## src/rtl/pbm_pkg.sv

```systemverilog
// Port B address / clock pin multiplexer: shared constants and carriers.
// Assumes one 50 MHz system clock and an AXI4-Lite register port.
`default_nettype none
package pbm_pkg;
    localparam int PBM_PINS = 8;
    // Register byte offsets
    localparam logic [7:0] PBM_OFS_DDR = 8'h00;
    localparam logic [7:0] PBM_OFS_DOUT = 8'h04;
    localparam logic [7:0] PBM_OFS_PER = 8'h08;
    localparam logic [7:0] PBM_OFS_PUR = 8'h0c;
    localparam logic [7:0] PBM_OFS_CLOCK_OUTPUT_SELECT = 8'h10;
    localparam logic [7:0] PBM_OFS_BCR = 8'h14;
    localparam logic [7:0] PBM_OFS_PIN = 8'h18;
    // Reset values
    localparam logic [7:0] PBM_RST_DDR = 8'h00;
    localparam logic [7:0] PBM_RST_DOUT = 8'h00;
    localparam logic [7:0] PBM_RST_PUR = 8'hff;
    localparam logic [3:0] PBM_RST_CLOCK_OUTPUT_SELECT = 4'h0;
    localparam logic PBM_RST_DRIVE = 1'b0;
    // Upper nibble of peripheral enable always resets to GPIO
    localparam logic [3:0] PBM_RST_PER_HI = 4'hf;
    // Strap settle time after reset, in cycles
    localparam logic [1:0] PBM_STRAP_WAIT = 2'h3;
    // Field positions and response codes
    localparam int PBM_BCR_DRV_BIT = 0;
    localparam logic [1:0] PBM_RESP_OKAY = 2'b00;
    localparam logic [1:0] PBM_RESP_SLVERR = 2'b10;

    typedef struct packed {
        logic [7:0] out;
        logic [7:0] oe;
        logic [7:0] pu;
    } pbm_pad_t;

    typedef struct packed {
        logic prescaler;
        logic sys_main;
        logic sys_doubled;
        logic osc;
    } pbm_clk_t;
endpackage
`default_nettype wire

```

## src/rtl/pbm_sync2.sv

```systemverilog
// Two flip-flop synchroniser for one pin level.
// Assumes the input is asynchronous to clk.
`timescale 1ns/1ps
`default_nettype none
module pbm_sync2
(
    // Clock and reset
    input wire logic system_clock_main_i,
    input wire logic rst_n_i,
    // Level
    input wire logic d_i,
    output logic q_o
);
    logic meta_q;

    always_ff @(posedge system_clock_main_i or negedge rst_n_i)
    begin
        if (!rst_n_i)
        begin
            meta_q <= 1'b0;
            q_o <= 1'b0;
        end
        else
        begin
            meta_q <= d_i;
            q_o <= meta_q;
        end
    end
endmodule
`default_nettype wire

```

## src/rtl/pbm_pin_cell.sv

```systemverilog
// One port B pad cell: selects GPIO, address or clock monitor drive.
// Assumes the selection inputs are all on the system clock.
`timescale 1ns/1ps
`default_nettype none
module pbm_pin_cell
(
    // Selection
    input wire logic gpio_i,
    input wire logic use_clk_i,
    input wire logic drive_bus_i,
    // GPIO side
    input wire logic ddr_i,
    input wire logic dout_i,
    input wire logic pu_i,
    // Alternate sources
    input wire logic addr_i,
    input wire logic clk_i,
    // Pad drive
    output logic out_o,
    output logic oe_o,
    output logic pu_o
);
    wire alt_val = use_clk_i ? clk_i : addr_i;
    // GPIO ignores bus tri-state entirely
    assign out_o = gpio_i ? dout_i : alt_val;
    assign oe_o = gpio_i ? ddr_i : (use_clk_i | drive_bus_i);
    assign pu_o = pu_i;
endmodule
`default_nettype wire

```

## src/rtl/pbm_top.sv

```systemverilog
// Port B pin multiplexer with AXI4-Lite control registers.
// Assumes straps are stable pins, sampled after reset release.
//
// The implementer's own choices: the AXI4-Lite register port and the register offsets.
`timescale 1ns/1ps
`default_nettype none
module pbm_top
    import pbm_pkg::*;
(
    // Clock and reset
    input wire logic system_clock_main_i,
    input wire logic rst_n_i,
    // AXI4-Lite write
    input wire logic [7:0] s_awaddr_i,
    input wire logic s_awvalid_i,
    output logic s_awready_o,
    input wire logic [31:0] s_wdata_i,
    input wire logic [3:0] s_wstrb_i,
    input wire logic s_wvalid_i,
    output logic s_wready_o,
    output logic [1:0] s_bresp_o,
    output logic s_bvalid_o,
    input wire logic s_bready_i,
    // AXI4-Lite read
    input wire logic [7:0] s_araddr_i,
    input wire logic s_arvalid_i,
    output logic s_arready_o,
    output logic [31:0] s_rdata_o,
    output logic [1:0] s_rresp_o,
    output logic s_rvalid_o,
    input wire logic s_rready_i,
    // Straps and security
    input wire logic external_boot_strap_i,
    input wire logic mem_interface_mode_strap_i,
    input wire logic flash_secure_i,
    // External memory interface
    input wire logic [7:0] upper_address_i,
    input wire logic bus_active_i,
    output logic bus_drive_select_o,
    // Clocks to monitor
    input wire pbm_clk_t mon_clk_i,
    // Pads
    input wire logic [7:0] pad_in_i,
    output pbm_pad_t pad_o
);
    ////////////////////////////////////////////////////////////////////
    logic [7:0] ddr_q, dout_q, per_q, pur_q;
    logic [3:0] clock_output_select_q;
    logic drive_q;
    logic strap_done_q;
    logic [7:0] pin_sync;
    logic boot_s, mode_s, sec_s;
    logic aw_hold_q, w_hold_q;
    logic [7:0] aw_addr_q;
    logic [31:0] w_data_q;
    logic [3:0] w_strb_q;
    pbm_pad_t pad_d;

    pbm_sync2 u_sync_boot (.system_clock_main_i(system_clock_main_i), .rst_n_i(rst_n_i),
        .d_i(external_boot_strap_i), .q_o(boot_s));
    pbm_sync2 u_sync_mode (.system_clock_main_i(system_clock_main_i), .rst_n_i(rst_n_i),
        .d_i(mem_interface_mode_strap_i), .q_o(mode_s));
    pbm_sync2 u_sync_sec (.system_clock_main_i(system_clock_main_i), .rst_n_i(rst_n_i),
        .d_i(flash_secure_i), .q_o(sec_s));

    genvar gi;
    generate
        for (gi = 0; gi < PBM_PINS; gi++)
        begin : g_pin
            pbm_sync2 u_sync (.system_clock_main_i(system_clock_main_i), .rst_n_i(rst_n_i),
                .d_i(pad_in_i[gi]), .q_o(pin_sync[gi]));
        end
    endgenerate

    ////////////////////////////////////////////////////////////////////
    // Strap decode: address on pins 0-3 only for external boot with
    // the interface in wide mode and flash not secured
    wire strap_addr = boot_s & mode_s & ~sec_s;
    // Straps settle through the synchroniser before being latched
    logic [1:0] strap_cnt_q;

    ////////////////////////////////////////////////////////////////////
    // AXI4-Lite write path
    wire aw_take = s_awvalid_i & s_awready_o;
    wire w_take = s_wvalid_i & s_wready_o;
    wire aw_have = aw_hold_q | aw_take;
    wire w_have = w_hold_q | w_take;
    wire [7:0] wr_addr = aw_hold_q ? aw_addr_q : s_awaddr_i;
    wire [31:0] wr_data = w_hold_q ? w_data_q : s_wdata_i;
    wire [3:0] wr_strb = w_hold_q ? w_strb_q : s_wstrb_i;
    wire wr_fire = aw_have & w_have & ~s_bvalid_o;
    wire aw_hold_d = aw_have & ~wr_fire;
    wire w_hold_d = w_have & ~wr_fire;
    wire bvalid_d = wr_fire | (s_bvalid_o & ~s_bready_i);
    wire wr_lane0 = wr_fire & wr_strb[0];
    wire wr_ok = (wr_addr == PBM_OFS_DDR) | (wr_addr == PBM_OFS_DOUT) |
        (wr_addr == PBM_OFS_PER) | (wr_addr == PBM_OFS_PUR) |
        (wr_addr == PBM_OFS_CLOCK_OUTPUT_SELECT) | (wr_addr == PBM_OFS_BCR) |
        (wr_addr == PBM_OFS_PIN);
    wire we_ddr = wr_lane0 & (wr_addr == PBM_OFS_DDR);
    wire we_dout = wr_lane0 & (wr_addr == PBM_OFS_DOUT);
    wire we_per = wr_lane0 & (wr_addr == PBM_OFS_PER);
    wire we_pur = wr_lane0 & (wr_addr == PBM_OFS_PUR);
    wire we_clk = wr_lane0 & (wr_addr == PBM_OFS_CLOCK_OUTPUT_SELECT);
    wire we_bcr = wr_lane0 & (wr_addr == PBM_OFS_BCR);

    always_ff @(posedge system_clock_main_i or negedge rst_n_i)
    begin
        if (!rst_n_i)
        begin
            aw_hold_q <= 1'b0;
            w_hold_q <= 1'b0;
            aw_addr_q <= 8'h00;
            w_data_q <= 32'h0000_0000;
            w_strb_q <= 4'h0;
            s_bvalid_o <= 1'b0;
            s_awready_o <= 1'b0;
            s_wready_o <= 1'b0;
            s_bresp_o <= PBM_RESP_OKAY;
        end
        else
        begin
            if (aw_take)
                aw_addr_q <= s_awaddr_i;
            if (w_take)
            begin
                w_data_q <= s_wdata_i;
                w_strb_q <= s_wstrb_i;
            end
            aw_hold_q <= aw_hold_d;
            w_hold_q <= w_hold_d;
            s_bvalid_o <= bvalid_d;
            // Readies from next state so every port leaves a flop
            s_awready_o <= ~aw_hold_d & ~bvalid_d;
            s_wready_o <= ~w_hold_d & ~bvalid_d;
            if (wr_fire)
                s_bresp_o <= wr_ok ? PBM_RESP_OKAY : PBM_RESP_SLVERR;
        end
    end

    ////////////////////////////////////////////////////////////////////
    // Control registers
    always_ff @(posedge system_clock_main_i or negedge rst_n_i)
    begin
        if (!rst_n_i)
        begin
            ddr_q <= PBM_RST_DDR;
            dout_q <= PBM_RST_DOUT;
            per_q <= {PBM_RST_PER_HI, 4'hf};
            pur_q <= PBM_RST_PUR;
            clock_output_select_q <= PBM_RST_CLOCK_OUTPUT_SELECT;
            drive_q <= PBM_RST_DRIVE;
            strap_done_q <= 1'b0;
            strap_cnt_q <= 2'h0;
        end
        else
        begin
            if (we_ddr)
                ddr_q <= wr_data[7:0];
            if (we_dout)
                dout_q <= wr_data[7:0];
            if (we_pur)
                pur_q <= wr_data[7:0];
            if (we_clk)
                clock_output_select_q <= wr_data[3:0];
            if (we_bcr)
                drive_q <= wr_data[PBM_BCR_DRV_BIT];
            if (!strap_done_q)
                strap_cnt_q <= strap_cnt_q + 2'h1;
            // Software write beats a late strap latch
            if (we_per)
            begin
                per_q <= wr_data[7:0];
                strap_done_q <= 1'b1;
            end
            else if (!strap_done_q && strap_cnt_q == PBM_STRAP_WAIT)
            begin
                per_q[3:0] <= {4{~strap_addr}};
                strap_done_q <= 1'b1;
            end
        end
    end

    ////////////////////////////////////////////////////////////////////
    // AXI4-Lite read path
    wire ar_take = s_arvalid_i & s_arready_o;
    wire rvalid_d = ar_take | (s_rvalid_o & ~s_rready_i);
    logic [31:0] rd_mux;
    logic rd_ok;
    always_comb
    begin
        rd_ok = 1'b1;
        case (s_araddr_i)
            PBM_OFS_DDR: rd_mux = {24'h0, ddr_q};
            PBM_OFS_DOUT: rd_mux = {24'h0, dout_q};
            PBM_OFS_PER: rd_mux = {24'h0, per_q};
            PBM_OFS_PUR: rd_mux = {24'h0, pur_q};
            PBM_OFS_CLOCK_OUTPUT_SELECT: rd_mux = {28'h0, clock_output_select_q};
            PBM_OFS_BCR: rd_mux = {31'h0, drive_q};
            PBM_OFS_PIN: rd_mux = {24'h0, pin_sync};
            default:
            begin
                rd_mux = 32'h0000_0000;
                rd_ok = 1'b0;
            end
        endcase
    end

    always_ff @(posedge system_clock_main_i or negedge rst_n_i)
    begin
        if (!rst_n_i)
        begin
            s_rvalid_o <= 1'b0;
            s_rdata_o <= 32'h0000_0000;
            s_rresp_o <= PBM_RESP_OKAY;
            s_arready_o <= 1'b0;
        end
        else
        begin
            s_rvalid_o <= rvalid_d;
            s_arready_o <= ~rvalid_d;
            if (ar_take)
            begin
                s_rdata_o <= rd_mux;
                s_rresp_o <= rd_ok ? PBM_RESP_OKAY : PBM_RESP_SLVERR;
            end
        end
    end

    ////////////////////////////////////////////////////////////////////
    // Pad cells; clocks only on pins 4-7, low pins GPIO or address only
    wire [3:0] mon_vec = {mon_clk_i.osc, mon_clk_i.sys_doubled,
        mon_clk_i.sys_main, mon_clk_i.prescaler};
    wire drive_bus = drive_q | bus_active_i;
    wire [7:0] cell_out, cell_oe, cell_pu;

    generate
        for (gi = 0; gi < PBM_PINS; gi++)
        begin : g_cell
            if (gi >= 4)
            begin : g_hi
                pbm_pin_cell u_cell (.gpio_i(per_q[gi]), .use_clk_i(clock_output_select_q[gi-4]),
                    .drive_bus_i(drive_bus), .ddr_i(ddr_q[gi]), .dout_i(dout_q[gi]),
                    .pu_i(pur_q[gi]), .addr_i(upper_address_i[gi]),
                    .clk_i(mon_vec[gi-4]), .out_o(cell_out[gi]), .oe_o(cell_oe[gi]),
                    .pu_o(cell_pu[gi]));
            end
            else
            begin : g_lo
                pbm_pin_cell u_cell (.gpio_i(per_q[gi]), .use_clk_i(1'b0),
                    .drive_bus_i(drive_bus), .ddr_i(ddr_q[gi]), .dout_i(dout_q[gi]),
                    .pu_i(pur_q[gi]), .addr_i(upper_address_i[gi]),
                    .clk_i(1'b0), .out_o(cell_out[gi]), .oe_o(cell_oe[gi]),
                    .pu_o(cell_pu[gi]));
            end
        end
    endgenerate

    // Registered pads: monitor clocks show one cycle late, sampled only;
    // a true clock mirror would need an unregistered path
    assign pad_d = '{out: cell_out, oe: cell_oe, pu: cell_pu};

    always_ff @(posedge system_clock_main_i or negedge rst_n_i)
    begin
        if (!rst_n_i)
        begin
            pad_o <= '{out: 8'h00, oe: 8'h00, pu: PBM_RST_PUR};
            bus_drive_select_o <= PBM_RST_DRIVE;
        end
        else
        begin
            pad_o <= pad_d;
            bus_drive_select_o <= drive_q;
        end
    end

    ////////////////////////////////////////////////////////////////////
    a_gpio_oe_follow: assert property (@(posedge system_clock_main_i) disable iff (!rst_n_i)
        per_q[0] |=> pad_o.oe[0] == $past(ddr_q[0]))
        else $error("gpio pin oe not following direction");
    a_pullup_follow: assert property (@(posedge system_clock_main_i) disable iff (!rst_n_i)
        1'b1 |=> pad_o.pu == $past(pur_q))
        else $error("pull-up not following register");
    a_addr_tristate: assert property (@(posedge system_clock_main_i) disable iff (!rst_n_i)
        (!per_q[5] && !clock_output_select_q[1] && !drive_q && !bus_active_i) |=> !pad_o.oe[5])
        else $error("idle address pin driven");
    a_addr_driven: assert property (@(posedge system_clock_main_i) disable iff (!rst_n_i)
        (!per_q[6] && !clock_output_select_q[2] && drive_q) |=> pad_o.oe[6] &&
        pad_o.out[6] == $past(upper_address_i[6]))
        else $error("address pin not driven with address");
    a_clk_select: assert property (@(posedge system_clock_main_i) disable iff (!rst_n_i)
        (!per_q[7] && clock_output_select_q[3]) |=> pad_o.oe[7] && pad_o.out[7] == $past(mon_clk_i.osc))
        else $error("clock monitor pin wrong");
    a_gpio_out_val: assert property (@(posedge system_clock_main_i) disable iff (!rst_n_i)
        per_q[4] |=> pad_o.out[4] == $past(dout_q[4]))
        else $error("gpio output value wrong");
    a_per_write: assert property (@(posedge system_clock_main_i) disable iff (!rst_n_i)
        we_per |=> per_q == $past(wr_data[7:0]))
        else $error("peripheral enable write lost");
    a_hi_reset_gpio: assert property (@(posedge system_clock_main_i) disable iff (!rst_n_i)
        !strap_done_q |-> per_q[7:4] == 4'hf)
        else $error("upper pins not gpio after reset");
    a_strap_latch: assert property (@(posedge system_clock_main_i) disable iff (!rst_n_i)
        (!strap_done_q && strap_cnt_q == PBM_STRAP_WAIT && !we_per) |=>
        per_q[3:0] == {4{~$past(strap_addr)}})
        else $error("strap choice not latched");
endmodule
`default_nettype wire

```

## config.mk

```make
export PLATFORM = sky130hd
export DESIGN_NAME = pbm_top
export DESIGN_NICKNAME = d
export VERILOG_FILES = /design/src/rtl/pbm_pkg.sv /design/src/rtl/pbm_sync2.sv /design/src/rtl/pbm_pin_cell.sv /design/src/rtl/pbm_top.sv
export SDC_FILE = /design/constraint.sdc
export NUM_CORES = 1
export LEC_CHECK = 0
export BUFFER_PORTS_ARGS = -buffer_cell sky130_fd_sc_hd__buf_2
export CORE_MARGIN = 2
export CORE_UTILIZATION = 46
export CTS_CLUSTER_DIAMETER = 120
export CTS_CLUSTER_SIZE = 24
export DETAILED_ROUTE_END_ITERATION = 8
export GPL_TIMING_DRIVEN = 0
export MAX_ROUTING_LAYER = met4
export PLACE_DENSITY = 0.73
export SYNTH_ARGS = -nofsm -noshare
export SYNTH_HDL_FRONTEND = slang
export SYNTH_SLANG_ARGS = --single-unit
```

## constraint.sdc

```tcl
create_clock -name system_clock_main_i -period 3 [get_ports system_clock_main_i]
set_input_delay 0.6 -clock system_clock_main_i [delete_from_list [all_inputs] [get_ports system_clock_main_i]]
set_output_delay 0.6 -clock system_clock_main_i [all_outputs]
set_load 0.05 [all_outputs]
```

==> results.yml <==
clock_tree:
  cts_resized: 0
  ctsHoldBuffers: 0
  ctsLongestPathBuffers: 2
  post_cts_buffers: 0
  clock_latency_ns: 0.41
  h-tree-depth: 4
  root_buffer: "clkbuf_16"
  clkTransAtPathRegs_ns: 0.05
  cts.sinks: 121
  cts_tree: "done"
  cts_buffers: 17
critical_path:
  required_ns: 3.29
  crit_slowest_cell: "nor3_2"
  cp_max_fo: 8
  crit_family: "simple AND/OR/NAND/NOR gates"
  path_cells: "buf_6 -> nor4_4 -> o211ai_4 -> nor3_2 -> mux2_2"
  crit_buf_inv: 1
  cpPeakStageDelay_ns: 0.65
  r2r_slack_ns: 0.75
  end_kind: "flip-flop"
  r2r_cells: 5
  r2r-start: "aw_hold_q"
  crit_type: "flip-flop to flip-flop"
  regToRegEndpoint: "dout_q[1]"
  crit_arrival_ns: 2.54
  worstSetupStartpointType: "flip-flop"
pwr:
  ir_drop_mv: 0.340
  powerDensity_nw_per_um2: 808
  leakagePower_uw: 0.00308
placed_design:
  io_buffers: 92
  place.gp.congestion: 0.847
  placedCellCount: 639
  hpwlAfterDp_um: 7840
  place_area_sq_um: 5940
sta:
  setup_viol: 0
  tightest_slew_ns: 0.851
  finClkSkew_ns: 0.00704
  max_slew_margin_pct: 42.9
  period_needed_ns: 2.25
  finalCritPeriodShare_pct: 75.0
  slew_viol_final: 0
  fmax_mhz: 444
  hold_violations: 0
  rsz0062_at_grt: "no"
status:
  status: "complete, no violations"
finish:
  final_design_area_no_fill_sq_um: 6540
  syn_to_final_growth_pct: 26.4
  fin_nets: 602
  antennaDiodeCount: 0
  drive_above_1_share_pct: 49.5
  stdcell_count: 671
flow_run:
  max-cap-violations: 0
drt:
  drtIter0Drc: 152
  vias: 3407
  drc: 0
  routed_wl_um: 11100
  firstDrtPassIters: 5
  via_per_inst: 5.08
  wl_met3_um: 622
  top_layer: "met4"
  drtAntennaViolNets: 0
  wl_per_cell_um: 16.5
  met2WireLength_um: 5600
  wirelength_met1_um: 4690
logic_synthesis:
  yosysMostFrequentCell: "dfrtp_1"
  synth_compound_area_share_pct: 7.37
  ys_warn_count: 0
  synth_ff_type: "dfrtp_1"
  synth_top_family_by_area: "multiplexers"
  avgSynthCellArea_sq_um: 13.6
  synth_seq_area_share_pct: 59.0
  synth.top_cells.by_area: "dfrtp_1, mux2_2, dfstp_2"
  synthMuxAreaShare_pct: 18.9
  ys_async_sr_fraction_pct: 100
  synth_adder_area_share_pct: 0.242
  synth_top_area_cell: "dfrtp_1"
  synth.distinct_cells: 45
  synth-seq-cells: 121
  netlist_top_cells_count: "dfrtp_1, mux2_2, buf_4, dfstp_2, nand2_1"
  synth-xor-area-share_pct: 0.169
  synth_enable_flop_cells: 0
  yosys.area_share.simple_pct: 8.46
  synthCells: 381
  synth_area_sq_um: 5180
  synth_top_area_share_pct: 46.9
floorplan:
  core_sq_um: 10900
  die_height_um: 110
  row_count: 38
  fp.dieW_um: 110
  die_area_sq_um: 12100
  start_util_pct: 47.4
  pin_count: 149
global_routing:
  grt_pass1_vias: 3509
  grt_remaining_overflow: 0
  grt_first_pass_wirelength_um: 17600
  track_usage_pct: 20.3
  grt_start_max_net_pins: 64
  antenna_found_initial: 0
min_path:
  hold_class: "primary input to asynchronous set/reset pin"
-- report_power, final --
part | switching (uW) | internal (uW)
Combinational | 735 | 454
Sequential | 161 | 1890
Clock | 736 | 1310
-- metrics by stage --
step                      setup WS, ns  utilization [%]  total power (uW)  TNS [ns]  hold slack, ns
after floorplan                  0.873                -              2950         0           0.304
after global placement         -0.0609             54.0              3220     -5.40           0.335
after detailed placement         0.514             54.3              3260         0           0.336
after CTS                        0.733             59.8              5330         0           0.174
after global routing             0.609             59.8              5530         0           0.181
final                            0.749             59.8              5290         0           0.155
-- cells by family after synthesis --
kind of cell,count (synthesis)
AOI/OAI and AO/OA,54
muxes,87
and+or+nand+nor,66
other,1
adders and majority gates,1
buffers and inverters,50
DFF,121
xor gates and xnor gates,1
-- state kept, by name, summed over array words and instances, names as in the netlist, 4 cells and up --
register,count
per_q,8
g_pin.u_sync.q_o,8
w_data_q,8
pur_q,8
aw_addr_q,8
ddr_q,8
clock_output_select_q,4
s_rdata_o,8
dout_q,8
pad_o,24
g_pin.u_sync.meta_q,8
-- how the worst max path moves through the flow --
stage | start | to | slack (ns) | cells after the start
after floorplan | s_wready_o | per_q[4] | 0.87 | 5
after global placement | rst_n_i | pad_o[17] | -0.06 | 1
after detailed placement | s_awaddr_i[5] | dout_q[1] | 0.51 | 5
after CTS | aw_hold_q | dout_q[1] | 0.73 | 5
after global routing | aw_hold_q | dout_q[4] | 0.61 | 5
final | aw_hold_q | dout_q[1] | 0.75 | 5
-- routing by layer --
layer / track usage [%] / vias up
li1: - / 1616
met1: 24.3 / 1654
met2: 32.1 / 119
met3: 6.23 / 18
met4: 8.75 / 0
met5: - / -
-- cells in the final DEF, fill, tap and decap left out, types with 11 or more instances in the layout --
cell type	synthesis	routed
clkbuf_16	0	17
conb_1	1	26
buf_2	2	93
dfrtp_1	97	97
mux2_2	69	69
mux2i_1	14	14
dfstp_2	24	24
nand2_1	15	15
a21oi_1	11	11
inv_1	12	12
buf_4	27	27
a22oi_1	11	11
-- final cells by class --
cell class	instances	area, sq um
Buffer	38	254
Clock buffer	18	429
Clock inverter	14	173
Fill cell	891	4390
Inverter	12	45.0
Multi-Input combinational cell	235	1920
Sequential cell	121	3060
Tap cell	140	175
Timing Repair Buffer	93	494
Note: power is estimated with default switching activity, not from simulation.
